<file path="config.mk">
export PLATFORM = sky130hd
export DESIGN_NAME = intc_regs
export DESIGN_NICKNAME = d
export VERILOG_FILES = /design/src/intc_pkg.sv /design/src/intc_edge_detect.sv /design/src/intc_arbiter.sv /design/src/intc_regs.sv
export VERILOG_INCLUDE_DIRS = /design/src
export SDC_FILE = /design/constraint.sdc
export NUM_CORES = 1
export LEC_CHECK = 0
export ABC_AREA = 0
export BUFFER_PORTS_ARGS = -buffer_cell sky130_fd_sc_hd__buf_2
export CORE_ASPECT_RATIO = 1.5
export CORE_MARGIN = 5
export CORE_UTILIZATION = 45
export DETAILED_ROUTE_END_ITERATION = 8
export PLACE_DENSITY = 0.76
export SETUP_SLACK_MARGIN = 0.02
export SYNTH_ARGS = -nofsm -noshare
export SYNTH_HDL_FRONTEND = slang
export SYNTH_SLANG_ARGS = --single-unit
</file>
<file path="constraint.sdc">
create_clock -name CLK -period 33.3 [get_ports CLK]
set_clock_uncertainty 0.2 [all_clocks]
set_input_delay 3.33 -clock CLK [delete_from_list [all_inputs] [get_ports CLK]]
set_output_delay 3.33 -clock CLK [all_outputs]
set_load 0.1 [all_outputs]
</file>
<file path="src/intc_consts.svh">
`ifndef INTC_CONSTS_SVH
`define INTC_CONSTS_SVH
// ---------------------------------------------------------------
// Register byte offsets
// ---------------------------------------------------------------
`define OFF_CPU_STATUS 12'h000
`define OFF_CORE_CONTROL 12'h004
`define OFF_INT_CTRL_ONE 12'h008
`define OFF_INT_CTRL_TWO 12'h00c
`define OFF_FLAG_ZERO 12'h010
`define OFF_ENABLE_ZERO 12'h014
`define OFF_PRIO_BASE 12'h020
`define OFF_TRAP_SET 12'h040
`define OFF_ACCEPT_STAT 12'h044
`define OFF_CPU_CTRL 12'h048
// ---------------------------------------------------------------
// Field positions and masks
// ---------------------------------------------------------------
`define LEVEL_LSB 5
`define LEVEL_HIGH_BIT 3
`define NEST_DIS_BIT 15
`define ALT_TABLE_BIT 15
`define INSTR_DISABLE_ACTIVE_BIT 14
`define TRAP_MASK 16'h007e
`define POL_MASK 16'h001f
`define LEVEL_MAX 3'h7
`define RESET_WORD 16'h0000
`endif

</file>
<file path="src/intc_pkg.sv">
package intc_pkg;
  // Arbitration states
  typedef enum logic [2:0] {
    ST_IDLE = 3'b001,
    ST_PRESENT = 3'b010,
    ST_SERVICE = 3'b100
  } arb_state_t;
  typedef logic [3:0] level_t;
endpackage

</file>
<file path="src/intc_edge_detect.sv">
`timescale 1ns/1ns
`include "intc_consts.svh"
// Synchronised edge detector for one external request pin
module intc_edge_detect
(
  input wire logic clk,
  input wire logic arst_n,
  input wire logic pin,
  input wire logic falling,
  output logic hit
);
  logic s1_r; // First stage, read only by s2
  logic s2_r; // Second stage
  logic s3_r; // Previous synchronised value

  // ---------------------------------------------------------------
  // Two-stage synchroniser then history
  // ---------------------------------------------------------------
  always_ff @(posedge clk or negedge arst_n)
  begin
    if (!arst_n)
    begin
      s1_r <= 1'b0;
      s2_r <= 1'b0;
      s3_r <= 1'b0;
    end
    else
    begin
      s1_r <= pin;
      s2_r <= s1_r;
      s3_r <= s2_r;
    end
  end

  // Polarity 1 falling, 0 rising
  always_comb
  begin
    if (falling)
      hit = s3_r & ~s2_r;
    else
      hit = ~s3_r & s2_r;
  end
endmodule

</file>
<file path="src/intc_arbiter.sv">
`timescale 1ns/1ns
// Picks the highest-priority eligible source, lowest index on ties
module intc_arbiter
#(
  parameter int N = 16
)
(
  input wire logic [N-1:0] pend,
  input wire logic [N*3-1:0] prio,
  input wire logic [3:0] cur_level,
  output logic found,
  output logic [3:0] idx,
  output logic [2:0] lvl
);
  always_comb
  begin
    found = 1'b0;
    idx = 4'h0;
    lvl = 3'h0;
    // Descending scan, so >= keeps the lowest index among equals
    for (int i = N - 1; i >= 0; i--)
    begin
      if (pend[i] && prio[i*3 +: 3] != 3'h0 &&
          {1'b0, prio[i*3 +: 3]} > cur_level &&
          (!found || prio[i*3 +: 3] >= lvl))
      begin
        found = 1'b1;
        idx = 4'(i);
        lvl = prio[i*3 +: 3];
      end
    end
  end
endmodule

</file>
<file path="src/intc_regs.sv">
// Our own choices: the placing of the registers and register access over APB.
`timescale 1ns/1ns
`include "intc_consts.svh"
// Functional notes
// - Request flag set by source, software clears
// - One enable bit per source
// - Three-bit priority field per source
// - Sources in natural vector order positions
// - CPU level at status bits 7:5
// - High level bit extends level above 7
// - Level 7 blocks all user interrupts
// - High level bit read-only, resets zero
// - Nesting disable makes level field read-only
// - Nesting disable at control one bit 15
// - Trap flags at control one bits 6:1
// - Alternate table select at control two bit 15
// - Instruction disable indicator at bit 14
// - Polarity one selects falling edge
// - Polarity zero selects rising edge
// - Serial tx flag at flag bit 12
// - Unimplemented bits read zero, ignore writes
// - Present only if priority exceeds CPU level
// - No nesting: acceptance forces level seven
// - Priority zero means source disabled
module intc_regs
#(
  parameter int NSRC = 16,
  parameter int NEXT = 5
)
(
  input wire logic CLK,
  input wire logic ARST_N,
  input wire logic PSEL,
  input wire logic PENABLE,
  input wire logic PWRITE,
  input wire logic [11:0] PADDR,
  input wire logic [31:0] PWDATA,
  output logic [31:0] PRDATA,
  output logic PREADY,
  output logic PSLVERR,
  input wire logic [NSRC-1:0] SRC_REQ,
  input wire logic [NEXT-1:0] EXT_PIN,
  output logic IRQ_VALID,
  output logic [3:0] IRQ_INDEX,
  output logic [2:0] IRQ_LEVEL,
  output logic ALT_TABLE,
  output logic [3:0] CPU_LEVEL
);
  // ---------------------------------------------------------------
  // Registers
  // ---------------------------------------------------------------
  logic [2:0] cpu_level_field_r; // Status bits 7:5
  logic cpu_level_high_bit_r; // Core control bit 3
  logic nesting_disable_r;
  logic [5:0] trap_flags_r; // Bits 6:1 of control one
  logic alternate_table_select_r;
  logic instr_disable_active_r;
  logic [NEXT-1:0] ext_pol_r;
  logic [NSRC-1:0] flag_r; // Request flag word zero
  logic [NSRC-1:0] enable_r; // Request enable word zero
  logic [NSRC*3-1:0] prio_r; // Packed priority fields
  logic [31:0] prdata_r;
  logic pready_r;
  logic pslverr_r;
  logic irq_valid_r;
  logic [3:0] irq_index_r;
  logic [2:0] irq_level_r;
  logic [3:0] accepted_idx_r;
  logic [2:0] saved_level_r; // Level restored on return
  intc_pkg::arb_state_t state_r;

  // ---------------------------------------------------------------
  // Bus decode
  // ---------------------------------------------------------------
  logic wr_en;
  logic rd_en;
  logic [15:0] wd;
  logic [NEXT-1:0] ext_hit;
  logic [NSRC-1:0] set_vec;
  logic [NSRC-1:0] clr_vec;
  logic found;
  logic [3:0] win_idx;
  logic [2:0] win_lvl;
  logic [3:0] cur_level;
  logic accept;
  logic ret;
  logic [15:0] cpu_ctrl_w; // Core-side command word
  logic in_prio;

  // Access phase only; one wait state, ready is registered
  assign wr_en = PSEL && PENABLE && PWRITE && !pready_r;
  assign rd_en = PSEL && PENABLE && !PWRITE && !pready_r;
  assign wd = PWDATA[15:0];
  assign in_prio = PADDR >= `OFF_PRIO_BASE && PADDR < 12'(`OFF_PRIO_BASE + 4 * ((NSRC + 3) / 4));
  // Effective level: high bit above the three-bit field
  assign cur_level = {cpu_level_high_bit_r, cpu_level_field_r};
  // Core command word: bit0 accept, bit1 return, bit2 instr_disable_active on, bit3 instr_disable_active off
  assign cpu_ctrl_w = (wr_en && PADDR == `OFF_CPU_CTRL) ? wd : 16'h0000;
  assign accept = cpu_ctrl_w[0] && state_r == intc_pkg::ST_PRESENT;
  assign ret = cpu_ctrl_w[1] && state_r == intc_pkg::ST_SERVICE;

  // ---------------------------------------------------------------
  // External edge detectors, one per pin
  // ---------------------------------------------------------------
  genvar g;
  generate
    for (g = 0; g < NEXT; g++)
    begin : gen_ext
      intc_edge_detect u_edge
      (
        .clk(CLK),
        .arst_n(ARST_N),
        .pin(EXT_PIN[g]),
        .falling(ext_pol_r[g]),
        .hit(ext_hit[g])
      );
    end
  endgenerate

  // External pins feed sources 0..NEXT-1 in vector order
  always_comb
  begin
    set_vec = SRC_REQ;
    set_vec[NEXT-1:0] = SRC_REQ[NEXT-1:0] | ext_hit;
    clr_vec = '0;
    if (wr_en && PADDR == `OFF_FLAG_ZERO)
      clr_vec = ~wd[NSRC-1:0];
  end

  // ---------------------------------------------------------------
  // Request flags: set wins over software clear
  // ---------------------------------------------------------------
  always_ff @(posedge CLK or negedge ARST_N)
  begin
    if (!ARST_N)
      flag_r <= '0;
    else
      flag_r <= (flag_r & ~clr_vec) | set_vec;
  end

  // Enables, one bit per source
  always_ff @(posedge CLK or negedge ARST_N)
  begin
    if (!ARST_N)
      enable_r <= '0;
    else if (wr_en && PADDR == `OFF_ENABLE_ZERO)
      enable_r <= wd[NSRC-1:0];
  end

  // Priority fields, four per word at nibble steps
  generate
    for (g = 0; g < NSRC; g++)
    begin : gen_prio
      always_ff @(posedge CLK or negedge ARST_N)
      begin
        if (!ARST_N)
          prio_r[g*3 +: 3] <= 3'h0;
        else if (wr_en && PADDR == 12'(`OFF_PRIO_BASE + 4 * (g / 4)))
          prio_r[g*3 +: 3] <= wd[(g % 4) * 4 +: 3];
      end
    end
  endgenerate

  // ---------------------------------------------------------------
  // CPU level field with nesting lock and forced level
  // ---------------------------------------------------------------
  always_ff @(posedge CLK or negedge ARST_N)
  begin
    if (!ARST_N)
    begin
      cpu_level_field_r <= 3'h0;
      saved_level_r <= 3'h0;
    end
    else if (accept)
    begin
      saved_level_r <= cpu_level_field_r;
      // No nesting: everything masked until return
      cpu_level_field_r <= nesting_disable_r ? `LEVEL_MAX : irq_level_r;
    end
    else if (ret)
      cpu_level_field_r <= saved_level_r;
    else if (wr_en && PADDR == `OFF_CPU_STATUS && !nesting_disable_r)
      cpu_level_field_r <= wd[`LEVEL_LSB +: 3];
  end

  // High level bit: software cannot write it
  always_ff @(posedge CLK or negedge ARST_N)
  begin
    if (!ARST_N)
      cpu_level_high_bit_r <= 1'b0;
    else if (trap_flags_r != 6'h00)
      cpu_level_high_bit_r <= 1'b1;
    else
      cpu_level_high_bit_r <= 1'b0;
  end

  // Control one: nesting disable and trap flags
  always_ff @(posedge CLK or negedge ARST_N)
  begin
    if (!ARST_N)
    begin
      nesting_disable_r <= 1'b0;
      trap_flags_r <= 6'h00;
    end
    else
    begin
      if (wr_en && PADDR == `OFF_INT_CTRL_ONE)
      begin
        nesting_disable_r <= wd[`NEST_DIS_BIT];
        trap_flags_r <= wd[6:1] | ((wr_en && PADDR == `OFF_TRAP_SET) ? wd[6:1] : 6'h00);
      end
      else if (wr_en && PADDR == `OFF_TRAP_SET)
        trap_flags_r <= trap_flags_r | wd[6:1];
    end
  end

  // Control two: alternate table, indicator, polarity
  always_ff @(posedge CLK or negedge ARST_N)
  begin
    if (!ARST_N)
    begin
      alternate_table_select_r <= 1'b0;
      instr_disable_active_r <= 1'b0;
      ext_pol_r <= '0;
    end
    else
    begin
      if (wr_en && PADDR == `OFF_INT_CTRL_TWO)
      begin
        alternate_table_select_r <= wd[`ALT_TABLE_BIT];
        ext_pol_r <= wd[NEXT-1:0];
      end
      // Indicator driven only by core commands
      if (cpu_ctrl_w[2])
        instr_disable_active_r <= 1'b1;
      else if (cpu_ctrl_w[3])
        instr_disable_active_r <= 1'b0;
    end
  end

  // ---------------------------------------------------------------
  // Arbitration and presentation
  // ---------------------------------------------------------------
  intc_arbiter #(.N(NSRC)) u_arb
  (
    .pend(flag_r & enable_r),
    .prio(prio_r),
    .cur_level(cur_level),
    .found(found),
    .idx(win_idx),
    .lvl(win_lvl)
  );

  always_ff @(posedge CLK or negedge ARST_N)
  begin
    if (!ARST_N)
    begin
      state_r <= intc_pkg::ST_IDLE;
      irq_valid_r <= 1'b0;
      irq_index_r <= 4'h0;
      irq_level_r <= 3'h0;
      accepted_idx_r <= 4'h0;
    end
    else
    begin
      case (state_r)
        intc_pkg::ST_IDLE, intc_pkg::ST_PRESENT:
        begin
          if (accept)
          begin
            state_r <= intc_pkg::ST_SERVICE;
            irq_valid_r <= 1'b0;
            accepted_idx_r <= irq_index_r;
          end
          // Level 7 blocks users, instr_disable_active also holds off
          else if (found && !instr_disable_active_r)
          begin
            state_r <= intc_pkg::ST_PRESENT;
            irq_valid_r <= 1'b1;
            irq_index_r <= win_idx;
            irq_level_r <= win_lvl;
          end
          else
          begin
            state_r <= intc_pkg::ST_IDLE;
            irq_valid_r <= 1'b0;
          end
        end
        intc_pkg::ST_SERVICE:
        begin
          // Nesting would need a stack; one level only here
          if (ret)
            state_r <= intc_pkg::ST_IDLE;
        end
        default:
          state_r <= intc_pkg::ST_IDLE;
      endcase
    end
  end

  // ---------------------------------------------------------------
  // Read mux, unimplemented bits zero
  // ---------------------------------------------------------------
  always_ff @(posedge CLK or negedge ARST_N)
  begin
    if (!ARST_N)
    begin
      prdata_r <= 32'h0000_0000;
      pready_r <= 1'b0;
      pslverr_r <= 1'b0;
    end
    else
    begin
      pready_r <= PSEL && PENABLE && !pready_r;
      pslverr_r <= 1'b0;
      prdata_r <= 32'h0000_0000;
      if (rd_en)
      begin
        if (PADDR == `OFF_CPU_STATUS)
          prdata_r[`LEVEL_LSB +: 3] <= cpu_level_field_r;
        else if (PADDR == `OFF_CORE_CONTROL)
          prdata_r[`LEVEL_HIGH_BIT] <= cpu_level_high_bit_r;
        else if (PADDR == `OFF_INT_CTRL_ONE)
          prdata_r[15:0] <= {nesting_disable_r, 8'h00, trap_flags_r, 1'b0};
        else if (PADDR == `OFF_INT_CTRL_TWO)
          prdata_r[15:0] <= {alternate_table_select_r, instr_disable_active_r, 9'h000,
                             ext_pol_r};
        else if (PADDR == `OFF_FLAG_ZERO)
          prdata_r[NSRC-1:0] <= flag_r;
        else if (PADDR == `OFF_ENABLE_ZERO)
          prdata_r[NSRC-1:0] <= enable_r;
        else if (in_prio)
        begin
          for (int i = 0; i < 4; i++)
            if ((PADDR[5:2] - 4'h8) * 4 + i < NSRC)
              prdata_r[i*4 +: 3] <= prio_r[((PADDR[5:2] - 4'h8) * 4 + i) * 3 +: 3];
        end
        else if (PADDR == `OFF_ACCEPT_STAT)
          prdata_r[7:0] <= {1'b0, state_r == intc_pkg::ST_SERVICE, 2'b00, accepted_idx_r};
        else if (PADDR != `OFF_TRAP_SET && PADDR != `OFF_CPU_CTRL)
          pslverr_r <= 1'b1; // Unmapped address
      end
      else if (wr_en && !(PADDR <= `OFF_ENABLE_ZERO || in_prio ||
               PADDR == `OFF_TRAP_SET || PADDR == `OFF_CPU_CTRL))
        pslverr_r <= 1'b1;
    end
  end

  assign PRDATA = prdata_r;
  assign PREADY = pready_r;
  assign PSLVERR = pslverr_r;
  assign IRQ_VALID = irq_valid_r;
  assign IRQ_INDEX = irq_index_r;
  assign IRQ_LEVEL = irq_level_r;
  assign ALT_TABLE = alternate_table_select_r;
  assign CPU_LEVEL = cur_level;

  // ---------------------------------------------------------------
  // Assertions
  // ---------------------------------------------------------------
  a_level_lock: assert property (@(posedge CLK) disable iff (!ARST_N)
    (nesting_disable_r && !accept && !ret) |=> $stable(cpu_level_field_r))
    else $error("level changed while locked");
  a_force_seven: assert property (@(posedge CLK) disable iff (!ARST_N)
    (accept && nesting_disable_r) |=> cpu_level_field_r == 3'h7)
    else $error("level not forced to seven");
  a_present_gt: assert property (@(posedge CLK) disable iff (!ARST_N)
    $rose(irq_valid_r) |-> {1'b0, irq_level_r} > $past(cur_level))
    else $error("presented at or below cpu level");
  a_zero_prio: assert property (@(posedge CLK) disable iff (!ARST_N)
    irq_valid_r |-> irq_level_r != 3'h0)
    else $error("level zero presented");
  a_flag_holds: assert property (@(posedge CLK) disable iff (!ARST_N)
    (flag_r[0] && !clr_vec[0]) |=> flag_r[0])
    else $error("flag dropped without clear");
  a_set_wins: assert property (@(posedge CLK) disable iff (!ARST_N)
    set_vec[12] |=> flag_r[12])
    else $error("set lost");
  a_high_bit_ro: assert property (@(posedge CLK) disable iff (!ARST_N)
    (trap_flags_r == 6'h00) |=> !cpu_level_high_bit_r)
    else $error("high bit set by software");
  a_seven_blocks: assert property (@(posedge CLK) disable iff (!ARST_N)
    (cpu_level_field_r == 3'h7 && state_r == intc_pkg::ST_IDLE) |=> !irq_valid_r)
    else $error("user interrupt above level seven");
  a_apb_ready: assert property (@(posedge CLK) disable iff (!ARST_N)
    (PSEL && PENABLE && !pready_r) |=> pready_r)
    else $error("ready late");
  c_present: cover property (@(posedge CLK) disable iff (!ARST_N) $rose(irq_valid_r));
  c_accept: cover property (@(posedge CLK) disable iff (!ARST_N) accept);
  c_return: cover property (@(posedge CLK) disable iff (!ARST_N) ret);
  c_ext_fall: cover property (@(posedge CLK) disable iff (!ARST_N) ext_hit[0] && ext_pol_r[0]);
endmodule

</file>
==> impl_metrics.json, run 1 <==
{
  "dp_hpwl_mm": 26.6,
  "yosys.area.top_type": "dfrtp_1",
  "power.total_mw": 0.427,
  "powerDensity_nw_per_um2": 33.8,
  "grt_pass1_vias": 10300,
  "synthesis.area_um2": 11300,
  "diodes": 0,
  "crit_type": "register to register",
  "drt_iter0_drc": 903,
  "wl_per_cell_um": 21.6,
  "die_w_um": 140,
  "row_count": 71,
  "crit_fanout": 17,
  "drc": 0,
  "grt_max_degree": 79,
  "fmax_ghz": 0.0396,
  "grt.overflow.total": 0,
  "rsz0062_at_grt": "false",
  "cts_max_path_buffers": 2,
  "drive_gt1_share_pct": 18.8,
  "synth_top_area_share_pct": 32.6,
  "io_pins": 117,
  "track_usage_pct": 24.4,
  "cts_hold_buffers": 0,
  "first_pass_iters": 5,
  "tightest_slew_ns": 1.18,
  "synth_area_leaders": "dfrtp_1 (33%), ha_1 (11%), mux2_2 (7.7%)",
  "seq_area_frac_synth_pct": 32.9,
  "crit_slowest_cell": "o31ai_1",
  "antenna_left": 0,
  "dieHeight_um": 204,
  "worstSetupStartpointType": "register",
  "relSlewSlack_pct": 21.3,
  "clkSlewWorstSetupHoldPaths_ns": 0.06,
  "gp_congestion": 0.968,
  "ir_worst_vdd_v": 0.0000388,
  "layout_commonest_cell": "dfrtp_1",
  "wirelength_mm": 35.3,
  "synth_edf_count": 0,
  "io_buffers": 84,
  "antenna_found_initial": 0,
  "setup-tns-final_ns": 0,
  "required_ns": 33.46,
  "postSynthCellCount": 1223,
  "ys_types": 89,
  "finalHoldViolCount": 0,
  "cts_tree": "done",
  "avgSynthCellArea_um2": 9.28,
  "grt_pass1_wl_mm": 55.2,
  "ctsResizeCount": 0,
  "cpLargestDelayFamily": "compound AO/OA/AOI/OAI gates",
  "instances_no_fill": 1634,
  "cp_common_cell": "ha_1",
  "num_vias": 10400,
  "root_buffer": "clkbuf_16",
  "dp_cells": 1602,
  "period_needed_ns": 25.27,
  "async_reset_ff_share_pct": 100,
  "drv_slew": 0,
  "synthFlopType": "dfrtp_1",
  "status": "finished clean",
  "finalCritPeriodShare_pct": 75.9,
  "final_nets": 1467,
  "vias_per_cell": 6.35,
  "yosys_warnings": 0,
  "critical_path_buf_inv_count": 4,
  "initial_core_util_pct": 45.5,
  "setup_violations": 0,
  "clock_sinks": 149,
  "insertion_delay_ns": 0.43,
  "crit_arrival_ns": 25.43,
  "dieArea_um2": 28600,
  "core_area_um2": 25000,
  "syn_to_final_growth_pct": 11.4,
  "numCtsBuffers": 17,
  "maxCapViolations": 0,
  "crit_path_max_incr_delay_ns": 0.61,
  "mostFrequentLayoutCells": "dfrtp_1 (148), nand2_1 (116), ha_1 (101), nor2_1 (88), buf_2 (83)",
  "end_kind": "register",
  "power_leakage_nw": 5.69,
  "hp-class": "register to register",
  "synth_seq_cells": 149,
  "post-cts-setup-buffers": 0,
  "htreeDepth": 4,
  "n_fill_cell": 2266
}
registers in the layout, indices dropped and copies added, names as in the netlist, 4 cells and up:
signal,count
gen_ext.u_edge.s2_r,5
PRDATA,16
trap_flags_r,6
enable_r,16
prio_r,48
IRQ_INDEX,4
gen_ext.u_edge.s3_r,5
flag_r,16
ext_pol_r,5
accepted_idx_r,4
gen_ext.u_edge.s1_r,5
layer usage:
| layer | wire, um | GRT usage (%) | vias to the layer above |
|---|---|---|---|
| met5 | 0 | 0 | - |
| met4 | 3330 | 20.4 | 0 |
| met3 | 2380 | 4.07 | 187 |
| met2 | 17500 | 42.7 | 536 |
| met1 | 12100 | 25.4 | 5005 |
| li1 | - | - | 4654 |
Yosys cell counts, types with 21 or more instances:
master	n
dfrtp_1	148
nand2_1	116
ha_1	101
nor2_1	88
mux2_2	78
a21oi_1	77
o21ai_0	56
inv_1	53
nor3_1	40
nand2b_1	33
clkbuf_1	32
mux2i_1	23
nand3_1	23
a21o_1	21
final timing paths:
path,start,end,slack (ns),depth (start not counted)
max,cpu_level_field_r[2],IRQ_LEVEL[0],8.03,114
min in group asynchronous,ARST_N,PRDATA[9],2.72,1
min reg2reg,gen_ext[3].u_edge.s1_r,gen_ext[3].u_edge.s2_r,0.15,0
max in group asynchronous,ARST_N,accepted_idx_r[2],28.73,2
min,gen_ext[3].u_edge.s1_r,gen_ext[3].u_edge.s2_r,0.15,0
max reg2reg,cpu_level_field_r[2],IRQ_LEVEL[0],8.03,114
through the flow:
stage / util (%) / hold slack, ns / instance area, um^2 / setup slack [ns]
after floorplan: - / 0.131 / 11400 / 10.28
after global placement: 48.2 / 0.135 / 12000 / 8.78
after detailed placement: 48.2 / 0.136 / 12000 / 8.42
after CTS: 50.6 / 0.149 / 12600 / 8.24
after global routing: 50.6 / 0.166 / 12600 / 6.41
final: 50.6 / 0.148 / 12600 / 8.03
report_power, final:
part	switching [mW]	internal, mW	total [mW]
clock network	0.0784	0.121	0.199
registers	0.000726	0.182	0.183
logic	0.0336	0.0114	0.0450
total	0.113	0.314	0.427
cells by family after synthesis:
family | count (synthesis) | synth area share, %
xor gates and xnor gates | 5 | 0.386
buffers and inverters | 111 | 4.30
adders and majority gates | 105 | 11.8
other | 1 | 0.0331
AOI/OAI and AO/OA | 316 | 19.0
DFF | 149 | 32.9
and+or+nand+nor | 420 | 18.9
muxes | 116 | 12.7
layout make-up:
class	count	area, um^2	share of cell area, %
Clock inverter	10	119	0.941
Sequential cell	149	3730	29.5
Timing Repair Buffer	93	494	3.91
Clock buffer	22	494	3.91
Tap cell	328	410	3.25
Inverter	54	203	1.60
Multi-Input combinational cell	978	7180	56.9
Note: power is estimated with default switching activity, not from simulation.
==> run 2: changes to the inputs <==
==> constraint.sdc (replaced) <==
create_clock -name CLK -period 25.5 [get_ports CLK]
set_clock_uncertainty 0.2 [all_clocks]
set_input_delay 2.55 -clock CLK [delete_from_list [all_inputs] [get_ports CLK]]
set_output_delay 2.55 -clock CLK [all_outputs]
set_load 0.1 [all_outputs]
==> run 2 against run 1 <==
  * Register-to-register slack got worse by 6.4 ns
  * Wire length rose by 0.33%
  * Clock-buffer cell count fell by 3
==> impl_metrics.json, run 2 (synthesis gave the netlist of run 1 again) <==
{
  "status": "finished clean",
  "cpLargestDelayFamily": "compound AO/OA/AOI/OAI gates",
  "reg2reg_slack_ns": 1.65,
  "crit_type": "register to register",
  "instances_no_fill": 1634,
  "antenna_left": 0,
  "setup-tns-final_ns": 0,
  "wirelength_mm": 35.5,
  "power_leakage_nw": 5.68,
  "cts_hold_buffers": 0,
  "drive_gt1_share_pct": 19.2,
  "use_met2_pct": 42.8,
  "core_area_um2": 25000,
  "drt_iter0_drc": 887,
  "htreeDepth": 4,
  "initial_core_util_pct": 45.5,
  "rsz0062_at_grt": "false",
  "grt_max_degree": 84,
  "dieHeight_um": 204,
  "final_area_um2": 12700,
  "critical_path_buf_inv_count": 3,
  "reg2regPathDepth": 114,
  "final_nets": 1467,
  "row_count": 71,
  "drc": 0,
  "drv_slew": 0,
  "grt_use_met1_pct": 26.3,
  "crit_path_max_incr_delay_ns": 0.50,
  "cts_tree": "done",
  "mostFrequentLayoutCells": "dfrtp_1 (148), nand2_1 (116), ha_1 (101), nor2_1 (87), buf_2 (83)",
  "clock_sinks": 149,
  "path_depth": 114,
  "gp_congestion": 0.980,
  "worstSetupStartpointType": "register",
  "track_usage_pct": 24.4,
  "required_ns": 25.66,
  "cp_common_cell": "ha_1",
  "powerDensity_nw_per_um2": 43.6,
  "clkSlewWorstSetupHoldPaths_ns": 0.07,
  "numCtsBuffers": 17,
  "fmax_ghz": 0.0419,
  "dieArea_um2": 28600,
  "io_pins": 117,
  "tightest_slew_ns": 1.14,
  "hp-class": "register to register",
  "cts_max_path_buffers": 2,
  "r2r-start": "cpu_level_field_r[2]",
  "top_register": "prio_r",
  "root_buffer": "clkbuf_16",
  "worstReg2RegEnd": "IRQ_LEVEL[0]",
  "postPlaceCellArea_um2": 12000,
  "grt_pass1_wl_mm": 55.2,
  "io_buffers": 84,
  "end_kind": "register",
  "period_needed_ns": 23.85,
  "diodes": 0,
  "die_w_um": 140,
  "insertion_delay_ns": 0.44,
  "maxCapViolations": 0,
  "use_met3_pct": 3.51,
  "crit_slowest_cell": "dfrtp_1",
  "dp_cells": 1602,
  "syn_to_final_growth_pct": 11.7,
  "setup_violations": 0,
  "num_vias": 10300,
  "crit_start": "cpu_level_field_r[2]",
  "antenna_found_initial": 0,
  "first_pass_iters": 5,
  "setup.worst_path.end": "IRQ_LEVEL[0]",
  "hold_ws_ns": 0.150,
  "crit_arrival_ns": 24.01,
  "crit_fanout": 12,
  "grt.overflow.total": 0,
  "largest_reg_flops": 48,
  "ir_worst_vdd_v": 0.0000589,
  "dp_hpwl_mm": 26.7,
  "vias_per_cell": 6.30,
  "layout_commonest_cell": "dfrtp_1",
  "grt_pass1_vias": 10300,
  "top_usage_layer": "met2",
  "wl_per_cell_um": 21.7,
  "relSlewSlack_pct": 23.7,
  "finalHoldViolCount": 0,
  "finalCritPeriodShare_pct": 93.5,
  "n_fill_cell": 2233
}
-- run 2: how the worst min path moves through the flow --
| stage | startpoint | endpoint | slack (ns) | cells after the start |
|---|---|---|---|---|
| 2_1_floorplan | gen_ext[0].u_edge.s1_r | gen_ext[0].u_edge.s2_r | 0.13 | 0 |
| 3_3_place_gp | gen_ext[0].u_edge.s1_r | gen_ext[0].u_edge.s2_r | 0.13 | 0 |
| 3_5_place_dp | gen_ext[3].u_edge.s1_r | gen_ext[3].u_edge.s2_r | 0.14 | 0 |
| 4_1_cts | gen_ext[4].u_edge.s1_r | gen_ext[4].u_edge.s2_r | 0.15 | 0 |
| 5_1_grt | gen_ext[3].u_edge.s1_r | gen_ext[3].u_edge.s2_r | 0.17 | 0 |
| 6_report | gen_ext[4].u_edge.s1_r | gen_ext[4].u_edge.s2_r | 0.15 | 0 |
-- run 2: worst register-to-register path, delay by kind of cell, from the launching register on --
family | cells | cell delay, ns
multiplexers | 5 | 1.81
flip-flops | 1 | 0.50
AND/OR/NAND/NOR | 39 | 5.99
adder cells (fa/ha/maj) | 17 | 4.77
buffers and inverters | 3 | 0.38
AO/OA/AOI/OAI | 50 | 10.16
-- run 2: repair_timing --
action                     CTS  global route
setup endpoints to repair    0             7
resized for setup            0            11
buffers inserted             0             0
-- run 2: metrics by stage --
stage	total power, mW	utilization, %	setup slack, ns
after global placement	0.300	48.2	1.12
after detailed placement	0.301	48.2	0.739
after floorplan	0.283	-	2.48
after global routing	0.569	50.8	0.0396
after CTS	0.553	50.5	0.645
final	0.552	50.8	1.65
-- run 2: where the power goes --
group          leakage, nW  internal [mW]  total [mW]  switching [mW]
Clock                0.281          0.148       0.254           0.106
Combinational         3.46         0.0149      0.0588          0.0439
Sequential            1.94          0.238       0.239        0.000938
-- run 2: area by class of cell --
cell class              count  area, um^2  area share [%]
flip-flops and latches    149        3730            29.4
inverters                  54         203            1.60
well taps                 328         410            3.24
clock buffers              19         443            3.50
repair buffers             93         494            3.90
multi-input cells         978        7240            57.2
clock inverters            13         149            1.17
-- run 2: per-layer routing --
metal	share of wire (%)	routed length (um)
met5	0	0
met4	8.5	3010
met3	6.1	2150
met2	50	17800
met1	35	12500
==> run 3: changes to the inputs <==
--- a/config.mk
+++ b/config.mk
@@ -10,9 +10,9 @@
 export BUFFER_PORTS_ARGS = -buffer_cell sky130_fd_sc_hd__buf_2
 export CORE_ASPECT_RATIO = 1.5
 export CORE_MARGIN = 5
-export CORE_UTILIZATION = 45
+export CORE_UTILIZATION = 30
 export DETAILED_ROUTE_END_ITERATION = 8
-export PLACE_DENSITY = 0.76
+export PLACE_DENSITY = 0.58
 export SETUP_SLACK_MARGIN = 0.02
 export SYNTH_ARGS = -nofsm -noshare
 export SYNTH_HDL_FRONTEND = slang
==> run 3 against run 2 <==
  * Critical path type unchanged
  * Total power grew 3.0%
  * Final cell count increased by 10%
  * Largest cell class unchanged
  * Sequential cell count is the same
  * First-iteration DRC count fell by 40%
  * Combinational power up 3%
==> impl_metrics.json, run 3 (synthesis gave the netlist of run 1 again) <==
{
  "status": "finished clean",
  "crit_slowest_cell": "dfrtp_1",
  "cp_common_cell": "ha_1",
  "first_pass_iters": 5,
  "mostFrequentLayoutCells": "dfrtp_1 (148), nand2_1 (115), ha_1 (101), nor2_1 (87), buf_2 (83)",
  "tightest_slew_ns": 1.16,
  "final_nets": 1470,
  "layout_commonest_cell": "dfrtp_1",
  "period_needed_ns": 23.92,
  "initial_core_util_pct": 30.2,
  "cts_max_path_buffers": 2,
  "antenna_left": 0,
  "drc": 0,
  "dieArea_um2": 41900,
  "powerDensity_nw_per_um2": 44.0,
  "hold_ws_ns": 0.151,
  "setup_violations": 0,
  "io_pins": 117,
  "required_ns": 25.66,
  "syn_to_final_growth_pct": 14.0,
  "ir_worst_vdd_v": 0.0000648,
  "dpl_worst_slack_ns": 0.657,
  "crit_type": "register to register",
  "fmax_ghz": 0.0418,
  "top_register": "prio_r",
  "rsz0062_at_grt": "false",
  "maxCapViolations": 0,
  "io_buffers": 84,
  "relSlewSlack_pct": 22.4,
  "grt_max_degree": 82,
  "vias_per_cell": 5.55,
  "gp_congestion": 0.964,
  "root_buffer": "clkbuf_16",
  "numCtsBuffers": 17,
  "grt.overflow.total": 0,
  "htreeDepth": 4,
  "end_kind": "register",
  "n_fill_cell": 3866,
  "hp-class": "register to register",
  "wl_per_cell_um": 21.6,
  "track_usage_pct": 18.2,
  "dp_hpwl_mm": 30.2,
  "drive_gt1_share_pct": 19.5,
  "drv_slew": 0,
  "clock_sinks": 149,
  "die_w_um": 169,
  "largest_reg_flops": 48,
  "cts_tree": "done",
  "grt_pass1_vias": 10100,
  "worstSetupStartpointType": "register",
  "core_area_um2": 37600,
  "power_leakage_nw": 5.72,
  "drt_iter0_drc": 532,
  "worst_slack_ns": 1.58,
  "crit_arrival_ns": 24.08,
  "grt_pass1_wl_mm": 59.0,
  "clkSlewWorstSetupHoldPaths_ns": 0.06,
  "row_count": 87,
  "dieHeight_um": 248,
  "setup-tns-final_ns": 0,
  "num_vias": 9984,
  "crit_fanout": 12,
  "multi_input_area_um2": 7240,
  "seqCellArea_um2": 3730,
  "diodes": 0,
  "finalCritPeriodShare_pct": 93.8,
  "crit_path_max_incr_delay_ns": 0.53,
  "antenna_found_initial": 1,
  "insertion_delay_ns": 0.43,
  "wirelength_mm": 38.8,
  "finalHoldViolCount": 0
}
[run 3: changes by cell type in the layout (fill, tap and decap cells not counted), sizes merged]
cell / change
bufinv: +1
clkinv: -3
clkbuf: +1
buf: +3
inv: +1
[run 3: power by group]
group          switching [mW]  internal [mW]  total (mW)
logic                  0.0451         0.0152      0.0604
clock network           0.106          0.163       0.269
registers            0.000942          0.238       0.239
total                   0.152          0.417       0.569
[run 3: metal layers]
metal	vias up	track usage [%]	wire length [um]
met4	2	11.2	2530
met1	4957	19.2	14200
met5	-	0	13
li1	4635	-	-
met2	295	34.1	20500
met3	95	2.59	1530
[run 3: final timing paths]
path                       slack [ns]  depth (start not counted)                endpoint                    from
min in group asynchronous        1.93                          1             enable_r[4]                  ARST_N
setup / recovery                 1.58                        113            IRQ_LEVEL[0]    cpu_level_field_r[2]
hold reg to reg                  0.15                          0  gen_ext[3].u_edge.s2_r  gen_ext[3].u_edge.s1_r
setup reg to reg                 1.58                        113            IRQ_LEVEL[0]    cpu_level_field_r[2]
max in group asynchronous       21.71                          2            IRQ_LEVEL[0]                  ARST_N
hold / removal                   0.15                          0  gen_ext[3].u_edge.s2_r  gen_ext[3].u_edge.s1_r
[run 3: timing repair]
action,in CTS,in global routing
hold buffers,0,0
setup buffers,0,0
endpoints found under the setup margin,0,7
resized for setup,0,11
[run 3: area by class of cell]
| class | count | share of cell area, % |
|---|---|---|
| Inverter | 54 | 1.57 |
| Timing Repair Buffer | 96 | 4.00 |
| Sequential cell | 149 | 28.8 |
| Multi-Input combinational cell | 978 | 56.0 |
| Clock buffer | 20 | 3.61 |
| Tap cell | 489 | 4.73 |
| Clock inverter | 12 | 1.28 |
[run 3: worst max-delay path: cells and delay by family (launching register included)]
family	cells	cell delay [ns]
and+or+nand+nor	38	5.76
AOI/OAI and AO/OA	49	10.23
buffers and inverters	4	0.56
muxes	5	1.82
adders and majority gates	17	4.69
DFF	1	0.53
[run 3: metrics by stage]
stage | std cells | utilization, % | power, mW | instance area (um^2)
floorplan | 1238 | - | 0.283 | 11400
global placement | 1766 | 32.6 | 0.303 | 12200
detailed placement | 1766 | 32.6 | 0.303 | 12200
CTS | 1798 | 34.3 | 0.573 | 12900
global route | 1798 | 34.4 | 0.587 | 12900
finish | 1798 | 34.4 | 0.569 | 12900
